File: src/design/mem_timing_pkg.sv
// Shared constants for the power-down, termination and calibration timing link
package mem_timing_pkg;
   localparam int CLK_PERIOD_PS    = 8000;
   // Link clock is divided from clk by 2*LINK_HALF_DIV
   localparam int LINK_HALF_DIV    = 10;
   localparam int PD_MIN_LINK      = 3;
   localparam int EXIT_NS          = 6;
   localparam int EXIT_NCK         = 3;
   localparam int FROZEN_EXIT_NS   = 24;
   localparam int FROZEN_EXIT_NCK  = 10;
   localparam int CMD_DISABLE_NCK  = 2;
   localparam int ACT_PDEN_NCK     = 2;
   localparam int RD_PDEN_EXTRA    = 5;
   localparam int BURST8_EXTRA     = 4;
   localparam int CHOP4_EXTRA      = 2;
   localparam int MOD_NCK          = 12;
   localparam int HOLD_SHORT_NCK   = 4;
   localparam int HOLD_LONG_NCK    = 6;
   localparam int CAL_INIT_NCK     = 512;
   localparam int CAL_LONG_NCK     = 256;
   localparam int CAL_SHORT_NCK    = 64;
   localparam int LEVEL_STROBE_EN  = 25;
   localparam int LEVEL_FIRST_NCK  = 40;
   localparam int ASYNC_TERM_MIN_PS = 2000;
   localparam int ASYNC_TERM_MAX_PS = 8500;
   localparam int LEVEL_OUT_MAX_PS  = 7500;
   // Async termination delay in clk cycles: the least figure, rounded up
   localparam int ASYNC_TERM_CYC =
      (ASYNC_TERM_MIN_PS + CLK_PERIOD_PS - 1) / CLK_PERIOD_PS;
   localparam int LEVEL_OUT_CYC =
      (LEVEL_OUT_MAX_PS / CLK_PERIOD_PS) < 1 ? 1
      : LEVEL_OUT_MAX_PS / CLK_PERIOD_PS;
   typedef enum logic [3:0] {
      CMD_NOP, CMD_ACT, CMD_PRE, CMD_REF, CMD_RD, CMD_RDA, CMD_WR,
      CMD_WRA, CMD_MRS, CMD_CAL_LONG, CMD_CAL_SHORT, CMD_LEVEL_ON,
      CMD_LEVEL_OFF
   } cmd_type;
   // Larger of a nanosecond figure (rounded up) and a clock count
   function automatic int ns_or_nck(input int ns, input int nck,
                                    input int tck_ps);
      int c;
      c = (ns * 1000 + tck_ps - 1) / tck_ps;
      return (c > nck) ? c : nck;
   endfunction : ns_or_nck
endpackage : mem_timing_pkg

File: src/design/mem_link_if.sv
// Interface joining the memory controller end and the memory device end
`timescale 1ns/10ps
`default_nettype none
interface mem_link_if;
   logic       link_clk;
   logic       clk_enable;
   logic       termination_control;
   logic [3:0] cmd;
   logic       chop;
   logic       strobe_out;
   logic       strobe_oe;
   logic       level_data;
   logic       level_data_oe;
   logic       termination_on;
   modport ctrl (output link_clk, output clk_enable,
                 output termination_control, output cmd, output chop,
                 output strobe_out, output strobe_oe,
                 input level_data, input level_data_oe);
   modport mem  (input link_clk, input clk_enable,
                 input termination_control, input cmd, input chop,
                 input strobe_out, input strobe_oe,
                 output level_data, output level_data_oe,
                 output termination_on);
endinterface : mem_link_if
`default_nettype wire

File: src/design/mem_ctrl_end.sv
// Controller end: issues commands and keeps every spacing on the link except the locked-loop wait before termination
// Operation
// - stay in power-down at least minimum width
// - frozen exit to locked command waits longer
// - exit to other commands waits shorter
// - device takes commands two clocks after entry
// - activate/precharge/refresh gap before power-down
// - read gap read latency plus five
// - write gap latency, recovery, burst extra
// - auto-precharge write gap adds one more
// - mode set waits update delay first
// - device switches termination asynchronously when frozen
// - hold termination four or six clocks
// - calibration periods block all commands
// - levelling strobe waits 25 then 40
// - device returns sampled clock level promptly
// - reads and termination need locked loop; only reads wait for it, termination does not
// - device write starts after latency plus burst
// - device finishes pending work in power-down
// - refresh entry may need extra exit time
// - user spaces short calibrations for drift
// - link clock may be stretched freely
// - pattern readout then mode set gap
`timescale 1ns/10ps
`default_nettype none
module mem_ctrl_end #(
   parameter int READ_LATENCY  = 5,
   parameter int WRITE_LATENCY = 5,
   parameter int WRITE_RECOVERY = 12,
   parameter int LINK_TCK_PS   = 160000
) (
   // Clock and reset
   input  wire logic       clk,
   input  wire logic       resetn,
   // User request
   input  wire logic       req_valid,
   output logic            req_ready,
   input  wire logic [3:0] req_cmd,
   input  wire logic       req_chop,
   input  wire logic       req_power_down,
   input  wire logic       req_frozen,
   input  wire logic       req_term,
   input  wire logic       req_strobe,
   output logic            level_sample,
   // Link
   mem_link_if.ctrl        link
);
   typedef enum {ST_RUN, ST_PD, ST_LEVEL} state_type;
   localparam int EXIT_GAP = mem_timing_pkg::ns_or_nck(
      mem_timing_pkg::EXIT_NS, mem_timing_pkg::EXIT_NCK, LINK_TCK_PS);
   localparam int FROZEN_GAP = mem_timing_pkg::ns_or_nck(
      mem_timing_pkg::FROZEN_EXIT_NS, mem_timing_pkg::FROZEN_EXIT_NCK,
      LINK_TCK_PS);
   localparam int WR_REC_NCK = WRITE_RECOVERY;

   state_type  state;
   state_type  next_state;
   logic [4:0] div;
   logic       lclk;
   logic [9:0] cmd_wait;     // Link clocks before any next command
   logic [9:0] locked_wait;  // Extra wait for loop-locked commands
   logic [9:0] pd_wait;      // Link clocks before power-down entry
   logic [9:0] pd_count;
   logic [9:0] term_count;
   logic [9:0] level_count;
   logic [2:0] level_sync;
   logic [3:0] cmd_out;
   logic       chop_out;

   wire rise = (div == 5'(mem_timing_pkg::LINK_HALF_DIV - 1)) && !lclk;
   wire needs_lock = (req_cmd == mem_timing_pkg::CMD_RD)
                   || (req_cmd == mem_timing_pkg::CMD_RDA);
   wire term_busy = (term_count != 10'h000);
   wire run_ok = (state == ST_RUN) && (cmd_wait == 10'h000)
               && !(needs_lock && locked_wait != 10'h000);
   wire enter_pd = run_ok && req_power_down && (pd_wait == 10'h000)
                 && !term_busy;
   wire exit_pd = (state == ST_PD) && !req_power_down
                && (pd_count >= 10'(mem_timing_pkg::PD_MIN_LINK));
   wire fire = rise && run_ok && req_valid && !req_power_down;
   wire drop_term = term_busy && !req_term;
   wire wr_long = fire && !req_chop && (req_cmd == mem_timing_pkg::CMD_WR
                || req_cmd == mem_timing_pkg::CMD_WRA);

   assign req_ready = fire;

   function automatic logic [9:0] max10(input logic [9:0] a,
                                       input logic [9:0] b);
      return (a > b) ? a : b;
   endfunction : max10

   // Entry gap owed after each command
   function automatic logic [9:0] pd_gap(input logic [3:0] c,
                                         input logic ch);
      int ext;
      int g;
      ext = ch ? mem_timing_pkg::CHOP4_EXTRA : mem_timing_pkg::BURST8_EXTRA;
      case (c)
         mem_timing_pkg::CMD_ACT, mem_timing_pkg::CMD_PRE,
         mem_timing_pkg::CMD_REF:
            g = mem_timing_pkg::ACT_PDEN_NCK;
         mem_timing_pkg::CMD_RD, mem_timing_pkg::CMD_RDA:
            g = READ_LATENCY + mem_timing_pkg::RD_PDEN_EXTRA;
         mem_timing_pkg::CMD_WR:
            g = WRITE_LATENCY + ext + WR_REC_NCK;
         mem_timing_pkg::CMD_WRA:
            g = WRITE_LATENCY + ext + WRITE_RECOVERY + 1;
         mem_timing_pkg::CMD_MRS:
            g = mem_timing_pkg::MOD_NCK;
         default:
            g = 0;
      endcase
      return 10'(g);
   endfunction : pd_gap

   function automatic logic [9:0] busy_gap(input logic [3:0] c);
      case (c)
         mem_timing_pkg::CMD_CAL_LONG:
            return 10'(mem_timing_pkg::CAL_LONG_NCK);
         mem_timing_pkg::CMD_CAL_SHORT:
            return 10'(mem_timing_pkg::CAL_SHORT_NCK);
         mem_timing_pkg::CMD_MRS:
            return 10'(mem_timing_pkg::MOD_NCK);
         default:
            return 10'h001;
      endcase
   endfunction : busy_gap

   always_comb
   begin
      next_state = state;
      case (state)
         ST_RUN:
            if (rise && enter_pd)
               next_state = ST_PD;
            else if (fire && req_cmd == mem_timing_pkg::CMD_LEVEL_ON)
               next_state = ST_LEVEL;
         ST_PD:
            if (rise && exit_pd)
               next_state = ST_RUN;
         ST_LEVEL:
            if (rise && !req_strobe
                && req_cmd == mem_timing_pkg::CMD_LEVEL_OFF && req_valid)
               next_state = ST_RUN;
         default:
            next_state = ST_RUN;
      endcase
   end

   // Link clock divider; the link rises on 'rise'
   always_ff @(posedge clk)
   begin
      if (!resetn)
      begin
         div  <= 5'h00;
         lclk <= 1'b0;
      end
      else if (div == 5'(mem_timing_pkg::LINK_HALF_DIV - 1))
      begin
         div  <= 5'h00;
         lclk <= !lclk;
      end
      else
         div <= div + 5'h01;
   end

   always_ff @(posedge clk)
   begin
      if (!resetn)
      begin
         state       <= ST_RUN;
         cmd_wait    <= 10'(mem_timing_pkg::CAL_INIT_NCK);
         locked_wait <= 10'h000;
         pd_wait     <= 10'h000;
         pd_count    <= 10'h000;
         term_count  <= 10'h000;
         level_count <= 10'h000;
         cmd_out     <= 4'h0;
         chop_out    <= 1'b0;
      end
      else if (rise)
      begin
         state   <= next_state;
         cmd_out <= fire ? req_cmd : 4'(mem_timing_pkg::CMD_NOP);
         chop_out <= req_chop;
         pd_count <= (state == ST_PD) ? pd_count + 10'h001 : 10'h000;
         if (state == ST_PD && exit_pd)
         begin
            cmd_wait    <= 10'(EXIT_GAP);
            locked_wait <= req_frozen ? 10'(FROZEN_GAP) : 10'h000;
         end
         else if (fire)
         begin
            cmd_wait    <= busy_gap(req_cmd) - 10'h001;
            pd_wait     <= max10(pd_wait, pd_gap(req_cmd, req_chop));
            locked_wait <= (locked_wait != 10'h000)
                         ? locked_wait - 10'h001 : 10'h000;
         end
         else
         begin
            cmd_wait    <= (cmd_wait != 10'h000) ? cmd_wait - 10'h001 : 10'h000;
            locked_wait <= (locked_wait != 10'h000)
                         ? locked_wait - 10'h001 : 10'h000;
            pd_wait     <= (pd_wait != 10'h000) ? pd_wait - 10'h001 : 10'h000;
         end
         // Termination stays high for its full hold, even if dropped early;
         // it may change in power-down too, where the device follows it
         // without its clock
         if (req_term && !term_busy)
            term_count <= wr_long ? 10'(mem_timing_pkg::HOLD_LONG_NCK)
                        : 10'(mem_timing_pkg::HOLD_SHORT_NCK);
         else if (term_busy)
         begin
            if (wr_long)
               term_count <= 10'(mem_timing_pkg::HOLD_LONG_NCK);
            else if (drop_term)
               term_count <= term_count - 10'h001;
         end
         level_count <= (state == ST_LEVEL && level_count != 10'h3FF)
                      ? level_count + 10'h001 : 10'h000;
      end
   end

   // Three-stage sampler for the level answer; it counts once the last
   // two stages agree
   always_ff @(posedge clk)
   begin
      if (!resetn)
      begin
         level_sync   <= 3'h0;
         level_sample <= 1'b0;
      end
      else
      begin
         level_sync <= {level_sync[1:0], link.level_data};
         if (level_sync[2] == level_sync[1])
            level_sample <= level_sync[2];
      end
   end

   assign link.link_clk = lclk;
   assign link.clk_enable = (state != ST_PD);
   assign link.termination_control = term_busy;
   assign link.cmd = cmd_out;
   assign link.chop = chop_out;
   assign link.strobe_oe = (state == ST_LEVEL)
      && (level_count >= 10'(mem_timing_pkg::LEVEL_STROBE_EN));
   assign link.strobe_out = link.strobe_oe && req_strobe
      && (level_count >= 10'(mem_timing_pkg::LEVEL_FIRST_NCK));
endmodule : mem_ctrl_end
`default_nettype wire

File: src/flat_wrapper.sv
// flat-port wrapper written by rule: the top's interface ports become plain ports
module mem_ctrl_end_flat 
#(
   parameter int READ_LATENCY  = 5,
   parameter int WRITE_LATENCY = 5,
   parameter int WRITE_RECOVERY = 12,
   parameter int LINK_TCK_PS   = 160000
)
  (clk, resetn, req_valid, req_ready, req_cmd, req_chop, req_power_down, req_frozen, req_term, req_strobe, level_sample, link_link_clk, link_clk_enable, link_termination_control, link_cmd, link_chop, link_strobe_out, link_strobe_oe, link_level_data, link_level_data_oe);
  mem_link_if link_i ();
  input  wire logic clk;
  input  wire logic resetn;
  input  wire logic req_valid;
  output logic req_ready;
  input  wire logic [3:0] req_cmd;
  input  wire logic req_chop;
  input  wire logic req_power_down;
  input  wire logic req_frozen;
  input  wire logic req_term;
  input  wire logic req_strobe;
  output logic level_sample;
  output wire logic [$bits(link_i.link_clk)-1:0] link_link_clk;
  output wire logic [$bits(link_i.clk_enable)-1:0] link_clk_enable;
  output wire logic [$bits(link_i.termination_control)-1:0] link_termination_control;
  output wire logic [$bits(link_i.cmd)-1:0] link_cmd;
  output wire logic [$bits(link_i.chop)-1:0] link_chop;
  output wire logic [$bits(link_i.strobe_out)-1:0] link_strobe_out;
  output wire logic [$bits(link_i.strobe_oe)-1:0] link_strobe_oe;
  input wire logic [$bits(link_i.level_data)-1:0] link_level_data;
  input wire logic [$bits(link_i.level_data_oe)-1:0] link_level_data_oe;
  assign link_link_clk = link_i.link_clk;
  assign link_clk_enable = link_i.clk_enable;
  assign link_termination_control = link_i.termination_control;
  assign link_cmd = link_i.cmd;
  assign link_chop = link_i.chop;
  assign link_strobe_out = link_i.strobe_out;
  assign link_strobe_oe = link_i.strobe_oe;
  assign link_i.level_data = link_level_data;
  assign link_i.level_data_oe = link_level_data_oe;
  mem_ctrl_end #(.READ_LATENCY(READ_LATENCY), .WRITE_LATENCY(WRITE_LATENCY), .WRITE_RECOVERY(WRITE_RECOVERY), .LINK_TCK_PS(LINK_TCK_PS)) u_core (.clk(clk), .resetn(resetn), .req_valid(req_valid), .req_ready(req_ready), .req_cmd(req_cmd), .req_chop(req_chop), .req_power_down(req_power_down), .req_frozen(req_frozen), .req_term(req_term), .req_strobe(req_strobe), .level_sample(level_sample), .link(link_i));
endmodule
File: config.mk
export PLATFORM = sky130hd
export DESIGN_NAME = mem_ctrl_end_flat
export DESIGN_NICKNAME = d
export VERILOG_FILES = /design/src/design/mem_timing_pkg.sv /design/src/design/mem_link_if.sv /design/src/design/mem_ctrl_end.sv /design/src/flat_wrapper.sv
export SDC_FILE = /design/constraint.sdc
export NUM_CORES = 1
export LEC_CHECK = 0
export ABC_AREA = 1
export CAP_MARGIN = 20
export CORE_AREA = 2 2 91 93
export CTS_CLUSTER_DIAMETER = 50
export CTS_CLUSTER_SIZE = 20
export DETAILED_ROUTE_END_ITERATION = 12
export DIE_AREA = 0 0 93 95
export DONT_BUFFER_PORTS = 1
export PLACE_DENSITY_LB_ADDON = 0.2
export SYNTH_ARGS = -nofsm -noshare
export SYNTH_HDL_FRONTEND = slang
export SYNTH_SLANG_ARGS = --single-unit
File: constraint.sdc
create_clock -name clk -period 2.7 [get_ports clk]
set_input_delay 0.135 -clock clk [delete_from_list [all_inputs] [get_ports clk]]
set_output_delay 0.135 -clock clk [all_outputs]
set_load 0.02 [all_outputs]
==> run metrics <==
status finished, final reports clean; Final Max Slew Viols 0; I/O Buffers 0; busiest grt layer met2; vias per cell 5.33; Final Skew roughly 0.012 ns; synth warn 0; GRT Util Overall 0.242; met3 Use GR 0.0495; CP Class reg -> reg; clock tree root driver cell clkbuf_8; hold crit path type in -> reg; f_max 460 MHz; Clock Tree Buf Depth 2; Netlist cell types 48; CP cell instances inv_1, ha_1, nand2_2, nor2_4, nand3_4, nor2_4, and2_4, nand2_4, o21ai_4, nand2_1, nand2_1, nor2_1; chip width 93 um; DRT Pass-1 Iters 4; CTS sink cnt between 70 and 80; WL per Instance approximately 13 um; core area 7930 um2; starting density of the core 0.580; Area growth, synth to finish 7.79%; commonest non-fill, non-tap cell in the layout nand2_1; worst-path maximum fanout 19; met2 usage in global routing 0.412; global-route wire length before repair approximately 17000 um; CTS tree yes; DRT antenna net count 0; post-DP HPWL approximately 7300 um; Die ar. between 8000 and 9000 um2; number of placed I/O pins 26; final worst-path cycle share 0.805; CP required about 3.0 ns; share of the synthesized area in the top cell type 0.336; Slew HR 0.307; initial DRC count 192; CTS Buf Count 9; post-synth net total around 710; DRC Markers 0; clock-pin slew on the worst setup and hold paths 0.08 ns; GPL Wtd Cong ~0.88; pre-CTS WS about 0.32 ns; Crit. End Element flop; Seq/Total Area, Yosys 0.336; CTS HTree Levels 3; share of layout cells above drive strength 1 0.0977; Sum Neg Setup Slack 0 ns; Mean Syn Cell Area between 6 and 7 um2; total grt overflow 0; VDD IR max ~0.24 mV; Final Worst Setup Slack ~0.53 ns; Die H 95 um; number of global-route vias before repair between 3k and 4k; Worst-Skew Late Latency between 0.3 and 0.4 ns; Pwr per Cell Area roughly 440 nW/um2; Setup Viol. Count Final 0; met1 Resource Use GR 0.304; Min Hold Slack ~0.018 ns; initial antenna violation count 0; count of nets after finishing approximately 720; RSZ-0062 raised after global routing no; Yosys top cell by area dfxtp_1; drt total wl between 10000 and 15000 um; register bit total from synthesis 77; Synth area leaders dfxtp_1 34%, nand2_1 13%, nor2_1 7.5%, inv_1 7.0%, a21oi_1 5.3%; via count 4267; static leakage between 2 and 2.5 nW; synthesized area ~4600 um2; largest net degree at the start of global routing 28; slowest stage delay, CP around 0.41 ns; critical path arrival 2.42 ns; Max-cap violations 0; FP Rows 33; slew at the pin with the worst max-slew slack about 1.0 ns; startpoint types flop; Cells after Synth slightly below 700; most frequent cells in the layout 154 x nand2_1, 92 x nor2_1, 86 x inv_1, 77 x dfxtp_1, 49 x a21oi_1; count of final hold-check violations 0; Crit-path slowest cell o21ai_4; antenna fix cells 0; Min Clock Period, post-route between 2 and 2.5 ns
[where the power goes]
group | internal [W] | leakage, nW | switching, W | total, W
clock | 0.000521 | 0.101 | 0.000418 | 0.000939
sequential | 0.00114 | 0.621 | 0.00000559 | 0.00115
combinational | 0.0000391 | 1.41 | 0.0000766 | 0.000116
total | 0.00170 | 2.13 | 0.000501 | 0.00220
[registers in the layout (all words and copies together) (netlist names)]
signal                cells
u_core.pd_count          10
u_core.level_count       10
u_core.link.chop          1
u_core.cmd_wait          10
u_core.level_sync         3
u_core.div                5
u_core.locked_wait       10
u_core.link.cmd           4
u_core.link.link_clk      1
u_core.level_sample       1
u_core.pd_wait           10
u_core.term_count        10
u_core.state              2
[final timing paths]
kind | startpoint | endpoint | slack (ns) | depth (start not counted)
setup / recovery | u_core.cmd_wait[0] | u_core.pd_wait[0] | 0.53 | 12
hold / removal | resetn | u_core.div[1] | 0.02 | 2
setup reg to reg | u_core.cmd_wait[0] | u_core.pd_wait[0] | 0.53 | 12
hold reg to reg | u_core.level_sync[0] | u_core.level_sync[1] | 0.43 | 2
[per-stage QoR]
stage               power [W]  cell area (um2)  instances  utilization
detailed placement    0.00127             4670        778        0.590
global placement      0.00127             4670        778        0.590
floorplan             0.00126             4590        683            -
CTS                   0.00222             4950        801        0.625
finish                0.00220             4950        801        0.625
global route          0.00229             4950        801        0.625
[cell families after synthesis]
logic type               synth area share
adder cells (fa/ha/maj)            0.0463
buffers and inverters              0.0969
AO/OA/AOI/OAI                       0.122
AND/OR/NAND/NOR                     0.365
XOR/XNOR                           0.0343
flip-flops                          0.336
[worst max-delay path, delay by kind of cell, from the launching register on]
family	cells	cell delay, ns
compound gates	1	0.41
fa+ha+maj	1	0.18
buf+inv	1	0.08
flops	1	0.32
simple gates	9	1.07
[area by class of cell]
cell class	instances	area, um2
well taps	105	131
clock buffers	12	135
fillers	765	2980
repair buffers	13	115
clock inverters	4	72.6
flip-flops and latches	77	1540
multi-input cells	497	2610
inverters	93	349
[per-layer routing]
metal,vias up,wire (um)
met4,0,157
met2,76,4890
met1,1980,4750
li1,2201,-
met5,-,0
met3,10,405
[synth_stat cells, drive strengths merged]
library cell	count
o211ai	2
o21ai	22
buf	11
a211oi	3
clkbuf	5
and2	1
o22ai	1
o21bai	2
nor3	22
xnor2	1
nor4	3
dfxtp	77
and3	1
or2	7
inv	92
nor3b	6
o31ai	1
nand3b	2
ha	17
clkinv	1
nand3	47
nand4	10
a221oi	1
nand2	164
xor2	17
or4	1
o21a	3
a21oi	58
a21boi	2
nor2	103
[timing repair]
action | 4_1_cts | 5_1_grt
buffers inserted | 0 | 0
endpoints found under the hold margin | 29 | 0
hold buffers | 7 | 0
gates resized for setup | 0 | 0
Power figures use the tool's default switching activity.
